==> src/csp_pkg.sv <==
// Purpose: Shared constants and types for the converter sync pin block
// Assumes: 250 MHz core clock, APB register access with 32-bit data
// Notes: Offsets are byte addresses of aligned 32-bit words
package csp_pkg;
  // ----------------------------------------
  // Register map
  // ----------------------------------------
  localparam logic [7:0] CSP_OFF_DATA0 = 8'h00;
  localparam logic [7:0] CSP_OFF_DATA1 = 8'h04;
  localparam logic [7:0] CSP_OFF_DATA2 = 8'h08;
  localparam logic [7:0] CSP_OFF_DATA3 = 8'h0c;
  localparam logic [7:0] CSP_OFF_MODE = 8'h10;
  // Word index of the sync configuration; its byte address is four times it
  localparam logic [7:0] CSP_IDX_SYNC_CFG = 8'h11;
  localparam logic [7:0] CSP_OFF_SYNC_CFG = CSP_IDX_SYNC_CFG << 2;
  localparam logic [7:0] CSP_OFF_GPIO_OUT = 8'h48;
  localparam logic [7:0] CSP_OFF_GPIO_IN = 8'h4c;
  localparam logic [7:0] CSP_OFF_IRQ_STAT = 8'h50;
  localparam logic [7:0] CSP_OFF_IRQ_MASK = 8'h54;
  localparam logic [7:0] CSP_OFF_ACTIVE0 = 8'h60;
  localparam logic [7:0] CSP_OFF_RANGE = 8'h70;
  // ----------------------------------------
  // Field positions and reset values
  // ----------------------------------------
  localparam int CSP_SYNC_EN_BIT = 0;
  localparam int CSP_SYNC_SEL_BIT = 1;
  localparam int CSP_MODE_CLOSED_BIT = 0;
  localparam int CSP_IRQ_DONE_BIT = 0;
  localparam int CSP_IRQ_LOAD_BIT = 1;
  localparam int CSP_IRQ_GPIO_BIT = 2;
  localparam logic [3:0] CSP_GPIO_RST = 4'hf;
  localparam int CSP_CODE_W = 12;
  // ----------------------------------------
  // Timing
  // ----------------------------------------
  localparam int CSP_CLK_MHZ = 250;
  localparam int CSP_PULSE_US = 20;
  localparam int CSP_PULSE_CYC = CSP_PULSE_US * CSP_CLK_MHZ;
  // ----------------------------------------
  // Types
  // ----------------------------------------
  typedef struct packed {
    logic [7:0] paddr;
    logic psel;
    logic penable;
    logic pwrite;
    logic [31:0] pwdata;
  } csp_apb_req_type;
  typedef struct packed {
    logic [31:0] prdata;
    logic pready;
    logic pslverr;
  } csp_apb_rsp_type;
  typedef struct packed {
    logic [3:0] o;
    logic [3:0] oe_n;
  } csp_gpio_drv_type;
endpackage

==> src/csp_sync_pins.sv <==
// Purpose: Load trigger, conversion sync pin and open-drain general pins
// Assumes: Converter status arrives on clk_in; pins are asynchronous
// Notes: Output enables are active low on both pad kinds
//
// Contract
// RULE_01: Trigger low copies staged codes to active
// RULE_02: Outputs follow active codes, not staged ones
// RULE_03: Trigger ignored in closed-loop mode
// RULE_04: Sync pin high-Z until enable bit set
// RULE_05: Default function: 20 us low pulse per sequence
// RULE_06: Function select bit chooses ready level
// RULE_07: Ready function drives high only in READY
// RULE_08: Four open-drain general pins, pull low or release
// RULE_09: Outputs 1-2 and 3-4 share range and clamp
// RULE_10: Trigger is level-sensitive, repeats every cycle
//
// Added by the designer: the APB interface to the registers and the placing of the registers.
`timescale 1ns/1ps
module csp_sync_pins #(
  parameter int PULSE_CYC = csp_pkg::CSP_PULSE_CYC
) (
  input wire logic clk_in,
  input wire logic reset_n_in,
  input wire csp_pkg::csp_apb_req_type apb_req_in,
  output csp_pkg::csp_apb_rsp_type apb_rsp_out,
  input wire logic load_trigger_n_in,
  input wire logic seq_done_in,
  input wire logic adc_ready_in,
  output logic sync_pin_o_out,
  output logic sync_pin_oe_n_out,
  input wire logic [3:0] general_io_in,
  output csp_pkg::csp_gpio_drv_type general_io_out,
  output logic [csp_pkg::CSP_CODE_W*4-1:0] bipolar_code_out,
  output logic [1:0] range_pair12_out,
  output logic [1:0] clamp_pair12_out,
  output logic [1:0] range_pair34_out,
  output logic [1:0] clamp_pair34_out,
  output logic irq_out
);
  import csp_pkg::*;

  if (PULSE_CYC < 1 || PULSE_CYC > 65535) begin : g_bad_pulse
    $error("PULSE_CYC out of range");
  end

  // ----------------------------------------
  // Registers
  // ----------------------------------------
  logic [CSP_CODE_W-1:0] staged_r [4];
  logic [CSP_CODE_W-1:0] active_r [4];
  logic closed_loop_r;
  logic sync_pin_enable_r;
  logic sync_pin_function_select_r;
  logic [3:0] gpio_drive_r;
  logic [2:0] irq_stat_r;
  logic [2:0] irq_mask_r;
  logic [7:0] range_r;
  logic trig_s1_r, trig_s2_r;
  logic [3:0] gpio_s1_r, gpio_s2_r, gpio_prev_r;
  logic [15:0] pulse_cnt_r;
  logic sync_o_r;
  logic [31:0] rdata_r;

  logic wr_acc, rd_acc, load_now;
  logic [2:0] irq_set;
  // Read data is captured in the setup cycle so pready can stay high
  assign wr_acc = apb_req_in.psel && apb_req_in.penable && apb_req_in.pwrite;
  assign rd_acc = apb_req_in.psel && !apb_req_in.pwrite && !apb_req_in.penable;
  assign load_now = !trig_s2_r && !closed_loop_r; // [RULE_03] [RULE_10]

  function automatic logic hit(input logic [7:0] a, input logic [7:0] off);
    return a == off;
  endfunction

  // ----------------------------------------
  // Pin synchronisers
  // ----------------------------------------
  // Only the second stage is read; the first may still be metastable
  always_ff @(posedge clk_in or negedge reset_n_in) begin
    if (!reset_n_in) begin
      trig_s1_r <= 1'b1;
      trig_s2_r <= 1'b1;
      gpio_s1_r <= CSP_GPIO_RST;
      gpio_s2_r <= CSP_GPIO_RST;
      gpio_prev_r <= CSP_GPIO_RST;
    end else begin
      trig_s1_r <= load_trigger_n_in;
      trig_s2_r <= trig_s1_r;
      gpio_s1_r <= general_io_in; // [RULE_08]
      gpio_s2_r <= gpio_s1_r;
      gpio_prev_r <= gpio_s2_r;
    end
  end

  // ----------------------------------------
  // Staged and active codes
  // ----------------------------------------
  always_ff @(posedge clk_in or negedge reset_n_in) begin
    if (!reset_n_in) begin
      for (int i = 0; i < 4; i++) begin
        staged_r[i] <= '0;
        active_r[i] <= '0;
      end
    end else begin
      for (int i = 0; i < 4; i++) begin
        if (wr_acc && hit(apb_req_in.paddr, CSP_OFF_DATA0 + 8'(i * 4))) begin
          staged_r[i] <= apb_req_in.pwdata[CSP_CODE_W-1:0];
        end
        // Copy every cycle the trigger stays low, picking up fresh writes
        if (load_now) begin
          active_r[i] <= staged_r[i]; // [RULE_01] [RULE_10]
        end
      end
    end
  end

  always_comb begin
    for (int i = 0; i < 4; i++) begin
      bipolar_code_out[i*CSP_CODE_W +: CSP_CODE_W] = active_r[i]; // [RULE_02]
    end
  end

  // ----------------------------------------
  // Configuration registers
  // ----------------------------------------
  always_ff @(posedge clk_in or negedge reset_n_in) begin
    if (!reset_n_in) begin
      closed_loop_r <= 1'b0;
      sync_pin_enable_r <= 1'b0;
      sync_pin_function_select_r <= 1'b0;
      gpio_drive_r <= CSP_GPIO_RST;
      irq_mask_r <= '0;
      range_r <= '0;
    end else if (wr_acc) begin
      if (hit(apb_req_in.paddr, CSP_OFF_MODE)) begin
        closed_loop_r <= apb_req_in.pwdata[CSP_MODE_CLOSED_BIT];
      end
      if (hit(apb_req_in.paddr, CSP_OFF_SYNC_CFG)) begin
        sync_pin_enable_r <= apb_req_in.pwdata[CSP_SYNC_EN_BIT]; // [RULE_04]
        sync_pin_function_select_r <= apb_req_in.pwdata[CSP_SYNC_SEL_BIT]; // [RULE_06]
      end
      if (hit(apb_req_in.paddr, CSP_OFF_GPIO_OUT)) begin
        gpio_drive_r <= apb_req_in.pwdata[3:0];
      end
      if (hit(apb_req_in.paddr, CSP_OFF_IRQ_MASK)) begin
        irq_mask_r <= apb_req_in.pwdata[2:0];
      end
      if (hit(apb_req_in.paddr, CSP_OFF_RANGE)) begin
        range_r <= apb_req_in.pwdata[7:0];
      end
    end
  end

  // One setting per output pair, never per output
  assign range_pair12_out = range_r[1:0]; // [RULE_09]
  assign clamp_pair12_out = range_r[3:2]; // [RULE_09]
  assign range_pair34_out = range_r[5:4]; // [RULE_09]
  assign clamp_pair34_out = range_r[7:6]; // [RULE_09]

  // ----------------------------------------
  // General pins: drive low or release
  // ----------------------------------------
  assign general_io_out.o = 4'h0; // [RULE_08]
  assign general_io_out.oe_n = gpio_drive_r; // [RULE_08]

  // ----------------------------------------
  // Sync pin
  // ----------------------------------------
  // A repeated done reloads the counter, so the pulse stretches
  always_ff @(posedge clk_in or negedge reset_n_in) begin
    if (!reset_n_in) begin
      pulse_cnt_r <= '0;
    end else if (seq_done_in) begin
      pulse_cnt_r <= 16'(PULSE_CYC); // [RULE_05]
    end else if (pulse_cnt_r != 16'h0000) begin
      pulse_cnt_r <= pulse_cnt_r - 16'h0001;
    end
  end

  always_ff @(posedge clk_in or negedge reset_n_in) begin
    if (!reset_n_in) begin
      sync_o_r <= 1'b1;
    end else if (sync_pin_function_select_r) begin
      sync_o_r <= adc_ready_in; // [RULE_07]
    end else begin
      sync_o_r <= !(seq_done_in || pulse_cnt_r > 16'h0001); // [RULE_05]
    end
  end

  // The level keeps tracking while disabled; only the driver is off
  assign sync_pin_o_out = sync_o_r;
  assign sync_pin_oe_n_out = !sync_pin_enable_r; // [RULE_04]

  // ----------------------------------------
  // Interrupts
  // ----------------------------------------
  assign irq_set[CSP_IRQ_DONE_BIT] = seq_done_in;
  assign irq_set[CSP_IRQ_LOAD_BIT] = load_now;
  assign irq_set[CSP_IRQ_GPIO_BIT] = |(gpio_s2_r ^ gpio_prev_r);

  always_ff @(posedge clk_in or negedge reset_n_in) begin
    if (!reset_n_in) begin
      irq_stat_r <= '0;
    end else begin
      // Set beats a simultaneous write-one clear
      if (wr_acc && hit(apb_req_in.paddr, CSP_OFF_IRQ_STAT)) begin
        irq_stat_r <= (irq_stat_r & ~apb_req_in.pwdata[2:0]) | irq_set;
      end else begin
        irq_stat_r <= irq_stat_r | irq_set;
      end
    end
  end

  assign irq_out = |(irq_stat_r & irq_mask_r);

  // ----------------------------------------
  // APB read path
  // ----------------------------------------
  always_ff @(posedge clk_in or negedge reset_n_in) begin
    if (!reset_n_in) begin
      rdata_r <= '0;
    end else if (rd_acc) begin
      rdata_r <= '0;
      for (int i = 0; i < 4; i++) begin
        if (hit(apb_req_in.paddr, CSP_OFF_DATA0 + 8'(i * 4))) begin
          rdata_r <= 32'(staged_r[i]);
        end
        if (hit(apb_req_in.paddr, CSP_OFF_ACTIVE0 + 8'(i * 4))) begin
          rdata_r <= 32'(active_r[i]);
        end
      end
      if (hit(apb_req_in.paddr, CSP_OFF_MODE)) rdata_r <= 32'(closed_loop_r);
      if (hit(apb_req_in.paddr, CSP_OFF_SYNC_CFG)) begin
        rdata_r <= 32'({sync_pin_function_select_r, sync_pin_enable_r});
      end
      if (hit(apb_req_in.paddr, CSP_OFF_GPIO_OUT)) rdata_r <= 32'(gpio_drive_r);
      if (hit(apb_req_in.paddr, CSP_OFF_GPIO_IN)) rdata_r <= 32'(gpio_s2_r);
      if (hit(apb_req_in.paddr, CSP_OFF_IRQ_STAT)) rdata_r <= 32'(irq_stat_r);
      if (hit(apb_req_in.paddr, CSP_OFF_IRQ_MASK)) rdata_r <= 32'(irq_mask_r);
      if (hit(apb_req_in.paddr, CSP_OFF_RANGE)) rdata_r <= 32'(range_r);
    end
  end

  assign apb_rsp_out.prdata = rdata_r;
  assign apb_rsp_out.pready = 1'b1;
  assign apb_rsp_out.pslverr = 1'b0;
endmodule // csp_sync_pins

==> config.mk <==
export PLATFORM = sky130hd
export DESIGN_NAME = csp_sync_pins
export DESIGN_NICKNAME = d
export VERILOG_FILES = /design/src/csp_pkg.sv /design/src/csp_sync_pins.sv
export SDC_FILE = /design/constraint.sdc
export NUM_CORES = 1
export LEC_CHECK = 0
export ABC_AREA = 1
export BUFFER_PORTS_ARGS = -buffer_cell sky130_fd_sc_hd__buf_2
export CAP_MARGIN = 15
export CORE_MARGIN = 5
export CORE_UTILIZATION = 36
export CTS_BUF_LIST = sky130_fd_sc_hd__clkbuf_2 sky130_fd_sc_hd__clkbuf_4 sky130_fd_sc_hd__clkbuf_8
export DETAILED_ROUTE_END_ITERATION = 8
export GPL_TIMING_DRIVEN = 0
export PLACE_DENSITY = 0.63
export RECOVER_POWER = 100
export SYNTH_ARGS = -nofsm -noshare
export SYNTH_HDL_FRONTEND = slang
export SYNTH_SLANG_ARGS = --single-unit
export TNS_END_PERCENT = 20
==> constraint.sdc <==
create_clock -name clk_in -period 3.1 [get_ports clk_in]
set_input_delay 0.62 -clock clk_in [delete_from_list [all_inputs] [get_ports clk_in]]
set_output_delay 0.62 -clock clk_in [all_outputs]
set_load 0.02 [all_outputs]
# Word-level counts from Yosys, hierarchy flattened
# Index checks and enable logic that the tools add are counted.
[word_totals] regBits=180 out_inout_bits=101 word_cells=91
[classes] add_sub_neg=1 n_lt_le_gt_ge=1 muxes=19 n_bitwise=6 reduce_logical=27 eq_ne=14
[op_table] operator="2-to-1 mux 32 bit" n=14
[op_table] operator="== test 8 x 7 -> 1 bit (second input constant)" n=10
[op_table] operator="2-to-1 mux 16 bit" n=2
[op_table] operator="== test 8 x 4 -> 1 bit (second input constant)" n=2
[op_table] operator="> comparator 16 x 1 -> 1 bit (second input constant)" n=1
[op_table] operator="nonzero test 16 bit" n=1
[op_table] operator="subtractor 16 x 1 -> 16 bit (second input constant)" n=1
[op_table] operator="2-to-1 mux 12 bit" n=1
[op_table] operator="logical AND 1 bit" n=10
[op_table] operator="AND reduction 2 bit" n=5
[op_table] operator="== test 8 x 3 -> 1 bit (second input constant)" n=1
[op_table] operator="== test 8 x 5 -> 1 bit (second input constant)" n=1
[op_table] operator="zero test 8 bit" n=1
[op_table] operator="AND 3 bit" n=2
[op_table] operator="zero test 1 bit" n=6
[op_table] operator="OR 3 bit" n=2
[op_table] operator="OR reduction 4 bit" n=1
[op_table] operator="XOR 4 bit" n=1
[op_table] operator="2-to-1 mux 3 bit" n=1
[op_table] operator="inverter 3 bit" n=1
[op_table] operator="OR reduction 3 bit" n=1
[op_table] operator="nonzero test 2 bit" n=1
[op_table] operator="logical OR 1 bit" n=1
[op_table] operator="2-to-1 mux 1 bit" n=1

# Longest topological paths before layout
# Gate-level depths: netlist of the first run.
[depth] depth_word=16 depth_mapped=15

# Worst setup path after synthesis of the first run
# OpenSTA, ideal clock, no wires.
[synth_path] path_type="input to register" start="in apb_req_in[42] in the netlist's numbering" end="reg rdata_r[0]" arrival_time_ns=1.674 cell_stages=13 path_slack_ns=1.309 setup_ns=0.116 t_required_ns=2.984 n_path_buf=1 cell_sequence="nor2_2 -> nand2_2 -> inv_2 -> nand2_1 -> inv_2 -> buf_2 -> a21oi_1 -> nand2_1 -> nand4_1 -> nor2_1 -> nand4_1 -> nand2_1 -> nand2_1"
[synth_between] elab_chain_cells=16 word_cells_on_any_way=30 classes_between="eq/ne (14); mux (15); reduce/logical (1)"
[synth_rtl] item="start: declaration" line_no="csp_sync_pins.sv:24" source="input wire csp_pkg::csp_apb_req_type apb_req_in,"
[synth_rtl] item="zero test 8 bit" line_no="csp_sync_pins.sv:72" source="return a == off;"
[synth_rtl] item="2-to-1 mux 12 bit" line_no="csp_sync_pins.sv:225" source="if (hit(apb_req_in.paddr, CSP_OFF_DATA0 + 8'(i * 4))) begin"
[synth_rtl] item="2-to-1 mux 32 bit" line_no="csp_sync_pins.sv:228" source="if (hit(apb_req_in.paddr, CSP_OFF_ACTIVE0 + 8'(i * 4))) begin"
[synth_rtl] item="2-to-1 mux 32 bit" line_no="csp_sync_pins.sv:225"
[synth_rtl] item="2-to-1 mux 32 bit" line_no="csp_sync_pins.sv:228"
[synth_rtl] item="2-to-1 mux 32 bit" line_no="csp_sync_pins.sv:225"
[synth_rtl] item="2-to-1 mux 32 bit" line_no="csp_sync_pins.sv:228"
[synth_rtl] item="2-to-1 mux 32 bit" line_no="csp_sync_pins.sv:225"
[synth_rtl] item="2-to-1 mux 32 bit" line_no="csp_sync_pins.sv:228"
[synth_rtl] item="2-to-1 mux 32 bit" line_no="csp_sync_pins.sv:232" source="if (hit(apb_req_in.paddr, CSP_OFF_MODE)) rdata_r <= 32'(closed_loop_r);"
[synth_rtl] item="2-to-1 mux 32 bit" line_no="csp_sync_pins.sv:233" source="if (hit(apb_req_in.paddr, CSP_OFF_SYNC_CFG)) begin"
[synth_rtl] item="2-to-1 mux 32 bit" line_no="csp_sync_pins.sv:236" source="if (hit(apb_req_in.paddr, CSP_OFF_GPIO_OUT)) rdata_r <= 32'(gpio_drive_r);"
[synth_rtl] item="2-to-1 mux 32 bit" line_no="csp_sync_pins.sv:237" source="if (hit(apb_req_in.paddr, CSP_OFF_GPIO_IN)) rdata_r <= 32'(gpio_s2_r);"
[synth_rtl] item="2-to-1 mux 32 bit" line_no="csp_sync_pins.sv:238" source="if (hit(apb_req_in.paddr, CSP_OFF_IRQ_STAT)) rdata_r <= 32'(irq_stat_r);"
[synth_rtl] item="2-to-1 mux 32 bit" line_no="csp_sync_pins.sv:239" source="if (hit(apb_req_in.paddr, CSP_OFF_IRQ_MASK)) rdata_r <= 32'(irq_mask_r);"
[synth_rtl] item="2-to-1 mux 32 bit (*)" line_no="csp_sync_pins.sv:240" source="if (hit(apb_req_in.paddr, CSP_OFF_RANGE)) rdata_r <= 32'(range_r);"
[synth_rtl] item="end signal: assignment" line_no="csp_sync_pins.sv:237"
[synth_rtl] item="end signal: assignment" line_no="csp_sync_pins.sv:238"
[synth_rtl] item="end signal: assignment" line_no="csp_sync_pins.sv:239"
[synth_rtl] item="end: declaration" line_no="csp_sync_pins.sv:62" source="logic [31:0] rdata_r;"
# Mark *: on every way between the ends. The rest lies on a longest branch, timed or not.
# A chain may end at the register's enable or synchronous reset.

# Worst setup path after layout of the first run
[layout_path] start="in apb_req_in[36] in the netlist's numbering" end="reg staged_r[13] in the netlist's numbering"
[layout_between] elab_chain_cells=2
[layout_rtl] item="== test 8 x 4 -> 1 bit" line_no="csp_sync_pins.sv:72"
[layout_rtl] item="logical AND 1 bit" line_no="csp_sync_pins.sv:106" source="if (wr_acc && hit(apb_req_in.paddr, CSP_OFF_DATA0 + 8'(i * 4))) begin"
[layout_rtl] item="end signal: indexed assignment" line_no="csp_sync_pins.sv:107" source="staged_r[i] <= apb_req_in.pwdata[CSP_CODE_W-1:0];"
[layout_rtl] item="end: declaration" line_no="csp_sync_pins.sv:49" source="logic [CSP_CODE_W-1:0] staged_r [4];"
# No other way between the ends.

==> results.txt, run 1 <==
----------------------------------------------------
[STA]
  Slew @ Worst Pin ... 1500 ps
  Number of failing hold endpoints at the final stage ... 0
  Peak Freq ... 421 MHz
  Setup repair after global routing missed its margin ... no
  Min Tclk post-route ... 2380 ps
  Share of the clock period used by the worst path ... 0.767
  Clock Skew ... 13.7 ps
  Final count of pins violating max slew ... 18
  Count of endpoints failing setup in the final report ... 0
  Tightest slew margin relative to the limit ... -0.000449
  Final sum of negative setup slack ... 0 ps

[Worst setup path]
  Critical path's largest stage delay ... 500 ps
  Critical path start-end classification ... input pin to flip-flop
  Standard cell with the maximum stage delay on the critical path ... sky130_fd_sc_hd__clkbuf_1
  Data arrival time at the worst-slack endpoint ... 2750 ps
  Count of cell instances traversed by the critical path ... 8
  Largest fanout on the critical path ... 10
  Crit path required time ... 3480 ps
  Critical-path cell list ... buf_2 > nor2_1 > nand3_1 > nor2_1 > clkbuf_1 > nand2_1 > clkbuf_1 > o21ai_0
  Length in cells of the worst reg-to-reg path ... 11
  Kind of start point of the critical path ... input pin
  Cell family with most CP delay ... simple AND/OR/NAND/NOR gates
  CP bufs+invs ... 3
  Nature of the critical path endpoint ... flip-flop

[Place]
  Area post-placement ... 0.00849 mm^2
  Port Buffer Count ... 105
  Final estimated routing congestion in global placement ... 0.824
  Hpwl dp ... 14900 um

[Yosys]
  Netlist Area Pre-Place ... 0.00750 mm^2
  Flip-flop and latch count after synthesis ... 160
  Post-synthesis cell count ... 849
  Sequential cell area fraction in the yosys report ... 0.537
  Post-Syn Area per Cell ... 8.84 um^2
  Share of the synthesized area in the top cell type ... 0.470
  Total of warnings raised by yosys ... 0
  Leading cell types by total area after synthesis ... sky130_fd_sc_hd__dfrtp_1, sky130_fd_sc_hd__nand2_1, sky130_fd_sc_hd__dfstp_2
  Count of cell types in the netlist ... 45
  Top cell type by total area after synthesis ... sky130_fd_sc_hd__dfrtp_1

[Clock tree]
  Number of buffers added for setup after CTS ... 0
  Clock slew at reported path FFs ... 90 ps
  CTS tree ... built
  Clock insertion delay at the later pin of the skew report ... 460 ps
  Resized Gates After CTS ... 0
  Clock buffer depth ... 2
  Number of hold buffers added after CTS ... 0
  Deepest level of the CTS H-tree ... 4
  Clock root cell ... sky130_fd_sc_hd__clkbuf_8
  Number of buffers created by CTS ... 17
  Clock tree sinks ... between 150 and 200

[Power and ir drop]
  Combinational cell fraction of total power ... 0.082
  Worst-case vdd ir drop ... 0.271 mV
  LEAKAGE ... 0.00404 uW
  Relative contribution of sequential cells to total power ... 0.531
  NetSw ... 1110 uW
  Power per standard cell area ... 473 mW/mm^2
  Pwr Total ... 4100 uW
  Net Sw Frac ... 0.271
  Internal power ... between 2000 and 3000 uW
  Clock Power Share ... 0.386

[Layout]
  Most frequent cells in the layout ... sky130_fd_sc_hd__nand2_1, sky130_fd_sc_hd__dfrtp_1, sky130_fd_sc_hd__o21ai_0
  Sequential cell area ... about 0.004 mm^2
  Leading cell type in the layout, fill and taps excluded ... sky130_fd_sc_hd__nand2_1
  Multi-input logic area ... approximately 0.0028 mm^2
  Layout overhead on the synthesized area ... 15.6%
  Share of cells above drive strength 1 ... 0.152
  FILL cells ... 2104
  Total non-filler cell area in the finished layout ... 0.00867 mm^2
  Net count reported at finish ... 1052

[Flow run]
  Maxcap violations ... 0

[Floorplan]
  Row Count ... 52
  Core Box Area ... 0.0204 mm^2
  Die area ... 0.0238 mm^2
  Floorplan die width ... 154 um
  Top Ports ... ~150
  DIE HEIGHT ... 154 um
  Initial core utilization ... 0.368

[Global routing]
  Gr usage total ... 0.168
  Number of antenna violations at the first check in global routing ... 3
  Global-route wire length before repair ... 31500 um
  Residual overflow from global routing ... 0
  Largest net degree at the start of global routing ... 109
  Vias in the first global route ... 5785

[Run status]
  Status ... finished with violations
  Failing checks ... slew limit

[Route]
  Total via count in the routed design ... just over 6000
  Overall routed net length ... 20000 um
  Via density ... 4.73
  Final routed wire length divided by cell count ... roughly 16 um
  DRC Markers ... 0
  Iteration-0 DRC Markers ... between 400 and 500
  Number of iterations in the first detailed-routing pass ... 5
  Residual antenna-violating net count after detailed routing ... 0

[Worst hold path]
  HP Class ... input pin to asynchronous set/reset pin

----------------------------------------------------
## final timing paths
kind	from	to	slack, ps
max in group asynchronous	reset_n_in	irq_stat_r[2]$_DFF_PN0_	1160
hold reg to reg	trig_s1_r$_DFF_PN1_	trig_s2_r$_DFF_PN1_	360
setup reg to reg	pulse_cnt_r[0]$_DFFE_PN0P_	pulse_cnt_r[15]$_DFFE_PN0P_	960
hold / removal	reset_n_in	bipolar_code_out[6]$_DFFE_PN0P_	50
min in group clk_in	general_io_in[1]	gpio_s1_r[1]$_DFF_PN1_	260
setup / recovery	apb_req_in[36]	staged_r[13]$_DFFE_PN0P_	720
## per-stage QoR
step	utilization	setup slack (ps)	cells	hold WS (ps)
2_1_floorplan	-	1310	873	324
3_3_place_gp	0.415	-1080	1248	346
3_5_place_dp	0.417	793	1249	347
4_1_cts	0.437	1130	1280	57.7
5_1_grt	0.426	524	1281	67.1
6_report	0.426	723	1281	46.8
## layout make-up
type                            count  area share
Sequential cell                   160       0.464
Multi-Input combinational cell    566       0.323
Timing Repair Buffer              106      0.0515
Buffer                             52      0.0348
Antenna cell                        1    0.000288
Inverter                           95      0.0414
Clock inverter                     13      0.0173
Tap cell                          270      0.0389
Clock buffer                       18      0.0286
## routing by layer
metal,global-route usage,share of wire
met5,0,0.0013
met4,0.0404,0.012
met3,0.0503,0.072
met2,0.268,0.47
met1,0.225,0.45
## power groups by stage
stage / Combinational [uW] / Sequential, uW / Clock [uW]
floorplan: 186 / 2240 / 0
global placement: 350 / 2220 / 0
detailed placement: 359 / 2220 / 0
CTS: 360 / 2180 / 1610
global route: 380 / 2190 / 1700
finish: 337 / 2180 / 1590
## logic make-up (layout without fill, tap and decap cells)
| kind of cell | after synthesis | count (layout) | share of synthesized area |
|---|---|---|---|
| other | 2 | 27 | 0.00100 |
| buffers and inverters | 147 | 284 | 0.0912 |
| muxes | 21 | 21 | 0.0315 |
| DFF | 160 | 160 | 0.537 |
| and+or+nand+nor | 326 | 326 | 0.192 |
| xor gates and xnor gates | 6 | 6 | 0.00700 |
| AOI/OAI and AO/OA | 185 | 185 | 0.137 |
| adders and majority gates | 2 | 2 | 0.00333 |
## state kept, by name (all words and copies together) (netlist names), 3 cells and up
name,flops
gpio_s1_r,4
gpio_s2_r,4
gpio_drive_r,4
pulse_cnt_r,16
bipolar_code_out,48
range_r,8
staged_r,48
irq_stat_r,3
rdata_r,12
irq_mask_r,3
gpio_prev_r,4
## synthesized netlist by cell type (all sizes together)
| cell type | instances |
|---|---|
| nand3 | 11 |
| and3 | 3 |
| o21ai | 127 |
| xnor2 | 3 |
| mux2 | 21 |
| nand2 | 234 |
| dfrtp | 141 |
| clkinv | 1 |
| a21oi | 36 |
| o211a | 1 |
| o2111ai | 5 |
| nor3 | 11 |
| clkbuf | 11 |
| ha | 2 |
| xor2 | 3 |
| nor4 | 3 |
| dfstp | 19 |
| a221oi | 3 |
| conb | 2 |
| inv | 94 |
| o221ai | 1 |
| nand4 | 10 |
| a31oi | 1 |
| a32o | 1 |
| buf | 41 |
| or2 | 2 |
| o211ai | 9 |
| o31ai | 1 |
| nor2 | 52 |
Note: power is estimated with default switching activity, not from simulation.
==> inputs of run 2 (changes only) <==
==> constraint.sdc (replaced) <==
create_clock -name clk_in -period 2.3 [get_ports clk_in]
set_input_delay 0.46 -clock clk_in [delete_from_list [all_inputs] [get_ports clk_in]]
set_output_delay 0.46 -clock clk_in [all_outputs]
set_load 0.02 [all_outputs]
==> run 2 against run 1 <==
  * The flow now finishes without violations
  * Critical path type unchanged
  * Largest power group unchanged
  * Global-route usage about the same
  * Largest cell class unchanged
  * Sequential power grew 35%
  * Flip-flop and latch count is the same
  * Design area rose by 0.58%
  * Register-to-register slack got worse by 700 ps
  * Cell count did not move
  * Utilization rose by 0.25 points
  * Wire length shrank 0.27%
  * Critical endpoint is now staged_r[19]$_DFFE_PN0P_
==> results.txt, run 2 (synthesis gave the netlist of run 1 again) <==
----------------------------------------------------
[Power and ir drop]
  LEAKAGE ... 0.00405 uW
  Worst-case vdd ir drop ... ~0.36 mV
  Power per standard cell area ... ~630 mW/mm^2
  Pwr Total ... about 5500 uW

[Layout]
  Multi-input logic area ... 0.00283 mm^2
  Leading cell type in the layout, fill and taps excluded ... sky130_fd_sc_hd__nand2_1
  Sequential cell area ... 0.00403 mm^2
  Share of cells above drive strength 1 ... 0.158
  Net count reported at finish ... ~1100
  Layout overhead on the synthesized area ... 16.3%
  FILL cells ... 2098
  Total non-filler cell area in the finished layout ... 0.00872 mm^2
  Most frequent cells in the layout ... sky130_fd_sc_hd__nand2_1, sky130_fd_sc_hd__dfrtp_1, sky130_fd_sc_hd__o21ai_0
  Ant. Diodes ... 0

[Route]
  Total via count in the routed design ... 6077
  Via density ... 4.74
  Iteration-0 DRC Markers ... 430
  Number of iterations in the first detailed-routing pass ... 5
  Final routed wire length divided by cell count ... between 15 and 20 um
  DRC Markers ... 0
  Overall routed net length ... 19900 um
  Residual antenna-violating net count after detailed routing ... 0

[Clock tree]
  Number of buffers added for setup after CTS ... 0
  Number of buffers created by CTS ... 17
  Clock buffer depth ... 2
  Deepest level of the CTS H-tree ... 4
  Clock tree sinks ... 160
  Clock slew at reported path FFs ... about 90 ps
  CTS tree ... built
  Clock root cell ... sky130_fd_sc_hd__clkbuf_8
  Clock insertion delay at the later pin of the skew report ... 460 ps

[Worst setup path]
  Nature of the critical path endpoint ... flip-flop
  Register-to-register setup slack ... around 260 ps
  Reg2Reg Capture Point ... pulse_cnt_r[15]$_DFFE_PN0P_
  Length in cells of the worst reg-to-reg path ... 11
  Most common cell type on the critical path ... sky130_fd_sc_hd__clkbuf_1
  Data arrival time at the worst-slack endpoint ... 2440 ps
  Worst reg2reg startpoint ... pulse_cnt_r[0]$_DFFE_PN0P_
  Standard cell with the maximum stage delay on the critical path ... sky130_fd_sc_hd__clkbuf_1
  Critical-path cell list ... clkbuf_1 > nor2_4 > nand3_1 > nor2_4 > clkbuf_1 > nand2_1 > clkbuf_1 > o21ai_0
  Cell family with most CP delay ... buffers and inverters
  CP bufs+invs ... 3
  Critical path's largest stage delay ... 480 ps
  Largest fanout on the critical path ... 10
  Count of cell instances traversed by the critical path ... 8
  Crit path required time ... 2680 ps
  Kind of start point of the critical path ... input pin
  Critical path start-end classification ... input pin to flip-flop

[Global routing]
  Gr usage total ... 0.168
  Global-route wire length before repair ... 31500 um
  Number of antenna violations at the first check in global routing ... 2
  Vias in the first global route ... 5793
  Residual overflow from global routing ... 0
  Largest net degree at the start of global routing ... ~110

[Flow run]
  Maxcap violations ... 0

[STA]
  Peak Freq ... 486 MHz
  Final count of pins violating max slew ... 0
  Count of endpoints failing setup in the final report ... 0
  Share of the clock period used by the worst path ... 0.895
  Clock Skew ... between 10 and 15 ps
  Number of failing hold endpoints at the final stage ... 0
  Tightest slew margin relative to the limit ... 0.343
  Slew @ Worst Pin ... 985 ps
  Setup repair after global routing missed its margin ... no
  Min Tclk post-route ... 2060 ps

[Worst hold path]
  HP Class ... input pin to flip-flop
  Capture endpoint of the worst hold path ... gpio_s1_r[1]$_DFF_PN1_
  Startpoint of the worst hold path ... general_io_in[1]
  Hold path depth ... 1

[Floorplan]
  Floorplan die width ... about 150 um
  Die area ... 0.0238 mm^2
  Initial core utilization ... 0.368
  Core Box Area ... 0.0204 mm^2
  Top Ports ... 153
  Row Count ... between 50 and 60
  DIE HEIGHT ... 154 um

[Place]
  Area post-placement ... 0.00849 mm^2
  Port Buffer Count ... 105
  Hpwl dp ... ~15000 um
  Final estimated routing congestion in global placement ... between 0.8 and 0.9

[Run status]
  Status ... complete, no violations

----------------------------------------------------
## run 2: cell types whose count changed in the layout (fill, tap and decap cells not counted), moves of 2 or more
cell,previous run,this run
sky130_fd_sc_hd__nor2_1,46,42
sky130_fd_sc_hd__o21ai_0,109,106
sky130_fd_sc_hd__o21ai_1,17,20
sky130_fd_sc_hd__buf_2,31,29
sky130_fd_sc_hd__buf_6,0,2
sky130_fd_sc_hd__nor2_2,2,4
sky130_fd_sc_hd__nor2_4,4,6
## run 2: area by class of cell
| class | instances | share of cell area |
|---|---|---|
| buffer | 52 | 0.0354 |
| clock buffer | 18 | 0.0284 |
| clock inverter | 13 | 0.0172 |
| inverter | 95 | 0.0412 |
| multi-input combinational | 566 | 0.325 |
| sequential | 160 | 0.462 |
| tap | 270 | 0.0387 |
| timing repair buffer | 107 | 0.0526 |
## run 2: worst max-delay path by stage
stage | start | endpoint | slack [ps]
2_1_floorplan | pulse_cnt_r[0]$_DFFE_PN0P_ | pulse_cnt_r[15]$_DFFE_PN0P_ | 600
3_3_place_gp | reset_n_in | irq_mask_r[1]$_DFFE_PN0P_ | -1720
3_5_place_dp | apb_req_in[39] | rdata_r[2]$_DFFE_PN0P_ | 150
4_1_cts | pulse_cnt_r[0]$_DFFE_PN0P_ | pulse_cnt_r[15]$_DFFE_PN0P_ | 330
5_1_grt | apb_req_in[36] | staged_r[16]$_DFFE_PN0P_ | 90
6_report | apb_req_in[36] | staged_r[19]$_DFFE_PN0P_ | 240
## run 2: report_power, final
group          switching, uW  internal (uW)  total, uW  leakage, uW
Sequential              50.9           2890       2940      0.00211
Combinational            324            136        460      0.00175
Clock                   1130           1010       2140     0.000191
Total                   1500           4030       5540      0.00405
## run 2: routing by layer
metal / part of all wire / track usage
met4: 0.012 / 0.0404
met2: 0.47 / 0.269
met1: 0.44 / 0.225
met5: 0.0013 / 0
met3: 0.077 / 0.0500
## run 2: what timing repair did
action,4_1_cts,5_1_grt
hold buffers,1,0
gates resized for setup,0,0
endpoints found under the hold margin,49,0
## run 2: metrics by stage
| step | worst slack (ps) | hold slack (ps) | utilization | std cells | setup TNS [ps] |
|---|---|---|---|---|---|
| 2_1_floorplan | 596 | 164 | - | 873 | 0 |
| 3_3_place_gp | -1720 | 346 | 0.415 | 1248 | -254080 |
| 3_5_place_dp | 153 | 347 | 0.417 | 1249 | 0 |
| 4_1_cts | 334 | 72.4 | 0.437 | 1281 | 0 |
| 5_1_grt | 85.7 | 60.9 | 0.428 | 1281 | 0 |
| 6_report | 241 | 98.0 | 0.428 | 1281 | 0 |
==> inputs of run 3 (changes only) <==
--- a/config.mk
+++ b/config.mk
@@ -7,13 +7,12 @@
 export LEC_CHECK = 0
 export ABC_AREA = 1
 export BUFFER_PORTS_ARGS = -buffer_cell sky130_fd_sc_hd__buf_2
-export CAP_MARGIN = 15
 export CORE_MARGIN = 5
-export CORE_UTILIZATION = 36
+export CORE_UTILIZATION = 57
 export CTS_BUF_LIST = sky130_fd_sc_hd__clkbuf_2 sky130_fd_sc_hd__clkbuf_4 sky130_fd_sc_hd__clkbuf_8
 export DETAILED_ROUTE_END_ITERATION = 8
 export GPL_TIMING_DRIVEN = 0
-export PLACE_DENSITY = 0.63
+export PLACE_DENSITY = 0.89
 export RECOVER_POWER = 100
 export SYNTH_ARGS = -nofsm -noshare
 export SYNTH_HDL_FRONTEND = slang
==> run 3 against run 2 <==
  * Design area shrank 1.7%
  * Setup slack got worse by 33 ps
  * Via count up 7.4%
  * Cell count down 7.3%
  * Combinational power hardly changed
  * Highest routed layer is now met4
  * Largest power group unchanged
  * Maximum frequency shrank 1.6%
  * Utilization is 23 points higher
  * Power down 1.8%
  * Sequential share of layout area rose by 0.82 points
  * Die area down 35%
  * Critical endpoint is now rdata_r[3]$_DFFE_PN0P_
==> results.txt, run 3 (synthesis gave the netlist of run 1 again) <==
----------------------------------------------------
[Floorplan]
  DIE HEIGHT ... 125 um
  Die area ... roughly 0.016 mm^2
  Floorplan die width ... 125 um
  Row Count ... 42
  Top Ports ... 153
  Core Box Area ... 0.0131 mm^2
  Initial core utilization ... 0.573

[Place]
  Port Buffer Count ... 105
  Final estimated routing congestion in global placement ... 0.906
  Worst setup timing slack at the placement stage ... 199 ps
  Hpwl dp ... 14200 um

[Worst setup path]
  Data arrival time at the worst-slack endpoint ... between 2000 and 3000 ps
  CP bufs+invs ... 3
  Largest fanout on the critical path ... 10
  Most common cell type on the critical path ... sky130_fd_sc_hd__nand2_1
  Critical path's largest stage delay ... 420 ps
  Nature of the critical path endpoint ... flip-flop
  Standard cell with the maximum stage delay on the critical path ... sky130_fd_sc_hd__clkbuf_1
  Critical path start-end classification ... input pin to flip-flop
  Crit path required time ... 2720 ps
  Critical-path cell list ... clkbuf_1 > nor2_4 > nand2_1 > nor2_1 > clkbuf_1 > nand2_1 > o21ai_0 > nor2_1 > o2111ai_1 > nand2_1 > nand4_1 > nand2_1 > inv_1
  Kind of start point of the critical path ... input pin
  Cell family with most CP delay ... simple AND/OR/NAND/NOR gates

[STA]
  Count of endpoints failing setup in the final report ... 0
  Min Tclk post-route ... 2090 ps
  Slew @ Worst Pin ... 922 ps
  Share of the clock period used by the worst path ... 0.910
  Tightest slew margin relative to the limit ... 0.380
  Worst Hold Slack ... 81.9 ps
  Peak Freq ... 478 MHz
  Final count of pins violating max slew ... 0
  Clock Skew ... 13.5 ps
  Number of failing hold endpoints at the final stage ... 0
  Worst Slack Setup Final ... 208 ps
  Setup repair after global routing missed its margin ... no

[Run status]
  Status ... complete, no violations

[Route]
  Iteration-0 DRC Markers ... 877
  Residual antenna-violating net count after detailed routing ... 0
  Final routed wire length divided by cell count ... 16.5 um
  Number of iterations in the first detailed-routing pass ... 5
  Overall routed net length ... 19600 um
  Total via count in the routed design ... 6528
  Via density ... around 5.5
  DRC Markers ... 0

[Layout]
  Leading cell type in the layout, fill and taps excluded ... sky130_fd_sc_hd__nand2_1
  Share of cells above drive strength 1 ... 0.156
  Share of the core filled with cells ... 0.655
  FILL cells ... between 1000 and 1500
  Layout overhead on the synthesized area ... 14.3%
  Most frequent cells in the layout ... sky130_fd_sc_hd__nand2_1, sky130_fd_sc_hd__dfrtp_1, sky130_fd_sc_hd__o21ai_0
  Ant. Diodes ... 0
  Net count reported at finish ... roughly 1100

[Worst hold path]
  HP Class ... input pin to flip-flop

[Power and ir drop]
  Worst-case vdd ir drop ... 0.409 mV
  Pwr Total ... 5440 uW
  Power per standard cell area ... 634 mW/mm^2
  LEAKAGE ... 0.00405 uW

[Clock tree]
  Resized Gates After CTS ... 0
  Clock slew at reported path FFs ... 80 ps
  Number of hold buffers added after CTS ... 1
  Deepest level of the CTS H-tree ... 4
  Clock root cell ... sky130_fd_sc_hd__clkbuf_8
  Clock buffer depth ... 2
  Number of buffers created by CTS ... 17
  Clock insertion delay at the later pin of the skew report ... 480 ps
  Clock tree sinks ... 160
  CTS tree ... built
  Number of buffers added for setup after CTS ... 0

[Global routing]
  Number of antenna violations at the first check in global routing ... 0
  Residual overflow from global routing ... 0
  Gr usage total ... 0.255
  Vias in the first global route ... 6310
  Largest net degree at the start of global routing ... about 110
  Global-route wire length before repair ... around 32000 um

[Flow run]
  Maxcap violations ... 0

----------------------------------------------------
run 3: where the power goes:
group	total (uW)	internal (uW)	switching (uW)
Sequential	2940	2890	52.1
Clock	2040	945	1090
Combinational	458	135	323
Total	5440	3970	1470
run 3: stage by stage:
stage / TNS (ps) / cell area, um^2 / instances
2_1_floorplan: 0 / 7590 / 873
3_3_place_gp: -217660 / 8340 / 1154
3_5_place_dp: 0 / 8370 / 1155
4_1_cts: 0 / 8770 / 1188
5_1_grt: 0 / 8570 / 1188
6_report: 0 / 8570 / 1188
run 3: routing by layer:
metal,vias to the layer above,wire length (um),track usage
met5,-,0,0
met4,0,792,0.118
met3,76,1780,0.0793
met2,339,9540,0.418
met1,3105,7500,0.308
li1,3008,-,-
run 3: path summary, 6_finish.rpt:
kind / startpoint / end / slack (ps) / cells after the start
min in group asynchronous: reset_n_in / bipolar_code_out[20]$_DFFE_PN0P_ / 510 / 2
max reg2reg: pulse_cnt_r[0]$_DFFE_PN0P_ / pulse_cnt_r[15]$_DFFE_PN0P_ / 320 / 11
min: general_io_in[1] / gpio_s1_r[1]$_DFF_PN1_ / 80 / 1
max in group asynchronous: reset_n_in / pulse_cnt_r[2]$_DFFE_PN0P_ / 510 / 3
min reg2reg: trig_s1_r$_DFF_PN1_ / trig_s2_r$_DFF_PN1_ / 360 / 0
max: apb_req_in[36] / rdata_r[3]$_DFFE_PN0P_ / 210 / 13
run 3: layout make-up:
| class | count | area, um^2 | share of cell area |
|---|---|---|---|
| clock buffer | 21 | 277 | 0.0323 |
| timing repair buffer | 107 | 455 | 0.0531 |
| multi-input combinational | 566 | 2830 | 0.330 |
| tap | 176 | 220 | 0.0257 |
| buffer | 52 | 302 | 0.0352 |
| clock inverter | 11 | 106 | 0.0124 |
| sequential | 160 | 4030 | 0.470 |
| inverter | 95 | 359 | 0.0419 |
